`src/dsr_pkg.sv`:
```
// Constants for the display scan and memory pointer setup register bank
// Functional notes
// RULE1: horizontal flip mirrors pixels at write time
// RULE2: vertical flip shows image upside down
// RULE3: dummy count codes give 1,2,4,8 lines
// RULE4: scan index n selects line n+1, default 47h
// RULE5: host never writes scan codes 48h-7Fh
// RULE6: command 13h loads X pointer start
// RULE7: command 14h loads Y pointer start
// RULE8: X auto step advances X per access
// RULE9: Y auto step advances Y per access
// RULE10: gray depth field decoded to display modes
// RULE11: all these registers are write-only
// RULE12: word holds command high, data low byte
// RULE13: fixed-zero data bits are ignored
package dsr_pkg;
  // ==========================================
  // Command codes
  localparam logic [7:0] CMD_DIR   = 8'h11;
  localparam logic [7:0] CMD_SCAN  = 8'h12;
  localparam logic [7:0] CMD_XSTRT = 8'h13;
  localparam logic [7:0] CMD_YSTRT = 8'h14;
  localparam logic [7:0] CMD_GRAY  = 8'h15;
  // ==========================================
  // Field positions
  localparam int HFLIP_BIT = 0;
  localparam int VFLIP_BIT = 1;
  localparam int DUMMY_LSB = 4;
  localparam int XSTEP_BIT = 0;
  localparam int YSTEP_BIT = 1;
  localparam int GRAY_LSB  = 4;
  // ==========================================
  // Reset values and scan code limit
  localparam logic [1:0] DUMMY_RST = 2'h0;
  localparam logic [6:0] SCAN_RST  = 7'h47;
  localparam logic [6:0] SCAN_MAX  = 7'h47;
  localparam logic [7:0] XSTRT_RST = 8'h00;
  localparam logic [7:0] YSTRT_RST = 8'h00;
  localparam logic [3:0] GRAY_RST  = 4'h0;
  // ==========================================
  // Decoded display modes
  typedef enum logic [3:0] {
    DSR_G16   = 4'h0,
    DSR_G4P1  = 4'h2,
    DSR_G4P2  = 4'h3,
    DSR_G64M1 = 4'h4,
    DSR_G64M2 = 4'h5,
    DSR_MONO1 = 4'h8,
    DSR_MONO3 = 4'h9,
    DSR_MONO4 = 4'hB
  } dsr_gray_t;
endpackage

```
`src/dsr_ptr_step.sv`:
```
// Display memory pointer: start load and auto step
`timescale 1ns/10ps
`default_nettype none
module dsr_ptr_step #(
  parameter int W = 8
) (
  input  wire logic         clk,
  input  wire logic         rst,
  input  wire logic         load,
  input  wire logic [W-1:0] start,
  input  wire logic         step_en,
  input  wire logic         access,
  output logic [W-1:0]      ptr
);
  // ==========================================
  // State
  typedef struct packed {
    logic [W-1:0] ptr;
  } dsr_ptr_st_t;
  dsr_ptr_st_t s_r;
  dsr_ptr_st_t s_nxt;

  always_comb begin
    s_nxt = s_r;
    if (load) begin
      s_nxt.ptr = start;
    end else if (access && step_en) begin
      s_nxt.ptr = s_r.ptr + {{(W-1){1'b0}}, 1'b1}; // [RULE8] [RULE9]
    end
  end

  always_ff @(posedge clk) begin
    if (rst) begin
      s_r <= '0;
    end else begin
      s_r <= s_nxt;
    end
  end

  assign ptr = s_r.ptr;
endmodule
`default_nettype wire

```
`src/dsr_regs.sv`:
```
// Write-only scan and display memory setup registers
`timescale 1ns/10ps
`default_nettype none
module dsr_regs (
  input  wire logic        CLK,
  input  wire logic        SYS_RST,
  input  wire logic        CMD_WR,
  input  wire logic [15:0] CMD_WORD,
  input  wire logic        MEM_ACCESS,
  input  wire logic [7:0]  PIX_COL,
  output logic             HORIZONTAL_FLIP,
  output logic             VERTICAL_FLIP,
  output logic [1:0]       DUMMY_LINE_COUNT,
  output logic [3:0]       DUMMY_LINES,
  output logic [6:0]       SCAN_LINE_INDEX,
  output logic [6:0]       LAST_SCAN_LINE,
  output logic [7:0]       COLUMN_POINTER_START,
  output logic [7:0]       ROW_POINTER_START,
  output logic             X_AUTO_STEP,
  output logic             Y_AUTO_STEP,
  output logic [3:0]       GRAY_DEPTH_SELECT,
  output logic             GRAY_DEPTH_VALID,
  output logic [7:0]       X_PTR,
  output logic [7:0]       Y_PTR,
  output logic [7:0]       PIX_COL_MAPPED
);
  // ==========================================
  // State
  typedef struct packed {
    logic       hflip;
    logic       vflip;
    logic [1:0] dummy;
    logic [3:0] dlines;
    logic [6:0] scan;
    logic [6:0] last;
    logic [7:0] xstart;
    logic [7:0] ystart;
    logic       xstep;
    logic       ystep;
    logic [3:0] gray;
    logic       gvalid;
    logic [7:0] colmap;
  } dsr_state_t;

  dsr_state_t s_r;
  dsr_state_t s_nxt;
  logic [7:0] cmd;
  logic [7:0] dat;
  logic [1:0] ptr_load;
  logic [1:0] ptr_step;
  logic [7:0] ptr_val [2];

  assign cmd         = CMD_WORD[15:8]; // [RULE12]
  assign dat         = CMD_WORD[7:0];
  // Index 0 is the X axis, index 1 the Y axis
  assign ptr_load[0] = CMD_WR && (cmd == dsr_pkg::CMD_XSTRT); // [RULE6]
  assign ptr_load[1] = CMD_WR && (cmd == dsr_pkg::CMD_YSTRT); // [RULE7]
  assign ptr_step[0] = s_r.xstep; // [RULE8]
  assign ptr_step[1] = s_r.ystep; // [RULE9]

  // ==========================================
  // Command decode
  always_comb begin
    s_nxt = s_r;
    if (CMD_WR) begin
      unique case (cmd)
        dsr_pkg::CMD_DIR: begin
          // Bits 7,6,3,2 dropped [RULE13]
          s_nxt.hflip = dat[dsr_pkg::HFLIP_BIT]; // [RULE1]
          s_nxt.vflip = dat[dsr_pkg::VFLIP_BIT]; // [RULE2]
          s_nxt.dummy = dat[dsr_pkg::DUMMY_LSB +: 2]; // [RULE3]
        end
        dsr_pkg::CMD_SCAN: begin
          s_nxt.scan = dat[6:0]; // [RULE4] [RULE13]
        end
        dsr_pkg::CMD_XSTRT: begin
          s_nxt.xstart = dat; // [RULE6]
        end
        dsr_pkg::CMD_YSTRT: begin
          s_nxt.ystart = dat; // [RULE7]
        end
        dsr_pkg::CMD_GRAY: begin
          s_nxt.xstep = dat[dsr_pkg::XSTEP_BIT]; // [RULE8]
          s_nxt.ystep = dat[dsr_pkg::YSTEP_BIT]; // [RULE9]
          s_nxt.gray  = dat[dsr_pkg::GRAY_LSB +: 4]; // [RULE10]
        end
        default: begin
          s_nxt = s_r;
        end
      endcase
    end
    // Dummy lines ahead of each scan line [RULE3]
    unique case (s_nxt.dummy)
      2'h0: begin
        s_nxt.dlines = 4'h1;
      end
      2'h1: begin
        s_nxt.dlines = 4'h2;
      end
      2'h2: begin
        s_nxt.dlines = 4'h4;
      end
      2'h3: begin
        s_nxt.dlines = 4'h8;
      end
    endcase
    // Line number is code plus one; reserved codes left as written [RULE4] [RULE5]
    s_nxt.last = s_nxt.scan + 7'h01;
    // Legal gray depth modes [RULE10]
    unique case (s_nxt.gray)
      dsr_pkg::DSR_G16, dsr_pkg::DSR_G4P1, dsr_pkg::DSR_G4P2,
      dsr_pkg::DSR_G64M1, dsr_pkg::DSR_G64M2, dsr_pkg::DSR_MONO1,
      dsr_pkg::DSR_MONO3, dsr_pkg::DSR_MONO4: begin
        s_nxt.gvalid = 1'h1;
      end
      default: begin
        s_nxt.gvalid = 1'h0;
      end
    endcase
    // Mirror column at write time [RULE1]
    s_nxt.colmap = s_nxt.hflip ? ~PIX_COL : PIX_COL;
  end

  always_ff @(posedge CLK) begin
    if (SYS_RST) begin
      s_r.hflip  <= 1'b0;
      s_r.vflip  <= 1'b0;
      s_r.dummy  <= dsr_pkg::DUMMY_RST;
      s_r.dlines <= 4'h1 << dsr_pkg::DUMMY_RST;
      s_r.scan   <= dsr_pkg::SCAN_RST;
      s_r.last   <= dsr_pkg::SCAN_RST + 7'h01;
      s_r.xstart <= dsr_pkg::XSTRT_RST;
      s_r.ystart <= dsr_pkg::YSTRT_RST;
      s_r.xstep  <= 1'b0;
      s_r.ystep  <= 1'b0;
      s_r.gray   <= dsr_pkg::GRAY_RST;
      s_r.gvalid <= 1'h1;
      s_r.colmap <= 8'h00;
    end else begin
      s_r <= s_nxt;
    end
  end

  // ==========================================
  // Pointers, one per axis
  for (genvar a = 0; a < 2; a++) begin : g_axis
    dsr_ptr_step #(.W(8)) u_ptr (
      .clk     (CLK),
      .rst     (SYS_RST),
      .load    (ptr_load[a]),
      .start   (dat),
      .step_en (ptr_step[a]),
      .access  (MEM_ACCESS),
      .ptr     (ptr_val[a])
    );
  end

  // ==========================================
  // Outputs; no read path exists [RULE11]
  assign HORIZONTAL_FLIP      = s_r.hflip;
  assign VERTICAL_FLIP        = s_r.vflip; // [RULE2]
  assign DUMMY_LINE_COUNT     = s_r.dummy;
  assign DUMMY_LINES          = s_r.dlines; // [RULE3]
  assign SCAN_LINE_INDEX      = s_r.scan;
  assign LAST_SCAN_LINE       = s_r.last; // [RULE4]
  assign COLUMN_POINTER_START = s_r.xstart;
  assign ROW_POINTER_START    = s_r.ystart;
  assign X_AUTO_STEP          = s_r.xstep;
  assign Y_AUTO_STEP          = s_r.ystep;
  assign GRAY_DEPTH_SELECT    = s_r.gray;
  assign PIX_COL_MAPPED       = s_r.colmap;
  assign GRAY_DEPTH_VALID     = s_r.gvalid; // [RULE10]
  assign X_PTR                = ptr_val[0];
  assign Y_PTR                = ptr_val[1];
endmodule
`default_nettype wire
```
`config.mk`:
```
export PLATFORM = sky130hd
export DESIGN_NAME = dsr_regs
export DESIGN_NICKNAME = d
export VERILOG_FILES = /design/src/dsr_pkg.sv /design/src/dsr_ptr_step.sv /design/src/dsr_regs.sv
export SDC_FILE = /design/constraint.sdc
export NUM_CORES = 1
export LEC_CHECK = 0
export BUFFER_PORTS_ARGS = -buffer_cell sky130_fd_sc_hd__buf_2
export CAP_MARGIN = 30
export CORE_MARGIN = 3
export CORE_UTILIZATION = 45
export DETAILED_ROUTE_END_ITERATION = 7
export PLACE_DENSITY = 0.72
export SETUP_SLACK_MARGIN = 0.2
export SLEW_MARGIN = 10
export SYNTH_ARGS = -nofsm -noshare
export SYNTH_HDL_FRONTEND = slang
export SYNTH_SLANG_ARGS = --single-unit
```
`constraint.sdc`:
```
create_clock -name CLK -period 2.8 [get_ports CLK]
set_input_delay 0.28 -clock CLK [delete_from_list [all_inputs] [get_ports CLK]]
set_output_delay 0.28 -clock CLK [all_outputs]
set_load 0.02 [all_outputs]
```
==> results.tsv <==
metric	value	unit
relative slew slack	45.0	%
Max IR drop VDD	0.000304	V
area grow syn2layout	23.5	%
Clk Latency, worst-skew pair	340	ps
top-area cell type share of the netlist area	44.8	%
CP max FO	6	
max_cap viols	0	
Critical Path AT	2190	ps
RSZ-0062 raised after global routing	false	
fraction of the yosys area taken by sequential cells	44.8	%
crit start category	input pin	
P per Cell Area	500	nW/um^2
via count	2805	
Worst setup EP type	flip-flop	
Sink Count	69	
Cell variety after synth	42	
Synth area leader	dfxtp_1	
Hold-fix buffers, CTS	0	
max-slew violation count	0	
post-route minimum period	1980	ps
initial core utilization	47.5	%
I/O Buffers	96	
dominant synthesized flop cell	dfxtp_1	
ant diodes	0	
Max Freq	0.505	GHz
clock tree buffer depth	2	
ys async rst share	0	%
Resized cells post-CTS	0	
layout cells sized above 1	30.1	%
die height	88.8	um
Setup Skew	7.19	ps
DR WL/cell	15.1	um
DR pass1 iterations	4	
critical path cell sequence	buf_2 > nor3b_1 > nand3_1 > mux2i_1 > inv_1 > ha_1 > nand3_1 > nor3_1 > nor4b_1 > a31oi_1	
hold crit path type	in -> reg	
placed cell areas	3620	um^2
Least-Margin Pin Slew	823	ps
DIE AREA	7880	um^2
Syn. warnings	0	
CTS clk-pin slew, worst paths	70	ps
I/O Pins	97	
CTS H-tree lvls	3	
status	completed	
Leakage	0.00170	uW
First DRT Iteration DRCs	121	
Synth Net Count	372	
die width	88.8	um
CTS tree	done	
Total GRT Usage	19.7	%
vias in the first global route	2456	
Setup Viol. Count Final	0	
initial antenna violation count	0	
CP max-delay cell	nor3b_1	
Syn Area/Cell	9.04	um^2
post-route cell area	3810	um^2
Worst path max stage delay	370	ps
hpwl dp	5660	um
Setup TNS Final	0	ps
CP most frequent cell	nand3_1	
final WL	7800	um
Num CTS Buffers	9	
# Post-CTS Setup Buffers	0	
CTS root buf	clkbuf_8	
DRC violations left	0	
EDFF count, synth	0	
RePlAce Congestion	0.805	
critical path class	in -> reg	
post-route ant nets	0	
DR vias/cell	5.44	
Final Cycle Share	70.7	%
Final Hold Vio Count	0	
gr ovfl total	0	
Nets	465	
top post-synthesis cells by area	dfxtp_1 45%, mux2i_1 6.5%, nand2_1 5.6%	
reg2reg setup slack	1190	ps
Post-Syn Area	3080	um^2
largest net degree at the start of global routing	35	
register bit total from synthesis	69	
core box area	6490	um^2
num rows	29	
Cells after Synth	341	
first-pass GRT wire length	11900	um
CP required	3010	ps
[routing by layer]
layer	share of wire [%]	global-route usage (%)	wire (um)
met1	46	25.1	3580
met2	46	31.4	3550
met3	7.1	4.93	554
met4	1.4	9.20	113
met5	0	0	0
[worst max-delay path: cells and delay by family]
family,cells,cell delay [ps]
and+or+nand+nor,5,1120
AOI/OAI and AO/OA,1,70
muxes,1,280
buffers and inverters,2,200
adders and majority gates,1,240
[through the flow]
stage	power (uW)	cells	util [%]	setup WS [ps]	hold WS, ps
after floorplan	1080	341	-	738	416
after global placement	1130	500	55.7	609	441
after detailed placement	1130	500	55.7	480	448
after CTS	1920	516	58.7	843	242
after global routing	1970	516	58.7	616	253
final	1900	516	58.7	821	244
[sequential cells by signal, indices dropped and copies added (netlist names)]
register	count
g_axis.u_ptr.ptr	16
COLUMN_POINTER_START	8
PIX_COL_MAPPED	8
ROW_POINTER_START	8
LAST_SCAN_LINE	7
SCAN_LINE_INDEX	7
DUMMY_LINES	4
GRAY_DEPTH_SELECT	4
DUMMY_LINE_COUNT	2
GRAY_DEPTH_VALID	1
HORIZONTAL_FLIP	1
VERTICAL_FLIP	1
X_AUTO_STEP	1
Y_AUTO_STEP	1
[cells by family after synthesis]
kind of cell             share of synthesized area, %
AND/OR/NAND/NOR                                  26.5
flip-flops                                       44.8
AO/OA/AOI/OAI                                    11.9
multiplexers                                     7.22
buffers and inverters                            2.72
XOR/XNOR                                         5.68
adder cells (fa/ha/maj)                          1.22
[final cells by class]
class	count	area, um^2
multi-input combinational	251	1620
clock buffer	10	128
tap	77	96.3
timing repair buffer	100	510
clock inverter	6	63.8
inverter	3	11.3
sequential	69	1380
fill	576	2690
[layout by cell type, fill, tap and decap left out, types with 4 or more instances in the layout]
| cell | netlist | final |
|---|---|---|
| a211oi_1 | 13 | 13 |
| a21boi_1 | 8 | 8 |
| a21oi_1 | 20 | 20 |
| and4_1 | 5 | 5 |
| buf_2 | 4 | 96 |
| buf_4 | 0 | 4 |
| clkbuf_8 | 0 | 9 |
| dfxtp_1 | 69 | 69 |
| mux2i_1 | 20 | 20 |
| nand2_1 | 46 | 46 |
| nand3_1 | 13 | 13 |
| nor2_1 | 36 | 36 |
| nor2b_1 | 4 | 4 |
| nor3_1 | 14 | 14 |
| nor3_2 | 8 | 8 |
| o21ai_0 | 4 | 4 |
| xnor2_1 | 11 | 11 |
| xor2_1 | 9 | 9 |
[cells in the mapped netlist (5+ instances only)]
library cell,count
nor3_1,14
nor3_2,8
nand3_1,13
nor2_1,36
a21oi_1,20
a211oi_1,13
mux2i_1,20
a21boi_1,8
clkbuf_1,13
xor2_1,9
nand2_1,46
xnor2_1,11
dfxtp_1,69
and4_1,5
[power breakdown]
group / internal [uW] / leakage [uW] / total (uW) / switching (uW)
registers: 988 / 0.000558 / 990 / 2.34
logic: 41.0 / 0.00105 / 122 / 80.5
clock network: 410 / 0.0000923 / 791 / 382
total: 1440 / 0.00170 / 1900 / 464
[worst paths after layout]
kind | from | to | cells after the start
setup / recovery | CMD_WORD[10] | LAST_SCAN_LINE[6] | 10
hold / removal | PIX_COL[4] | PIX_COL_MAPPED[4] | 3
setup reg to reg | SCAN_LINE_INDEX[0] | LAST_SCAN_LINE[6] | 7
hold reg to reg | COLUMN_POINTER_START[0] | COLUMN_POINTER_START[0] | 2
No activity file was read; power rests on OpenSTA's default activity.
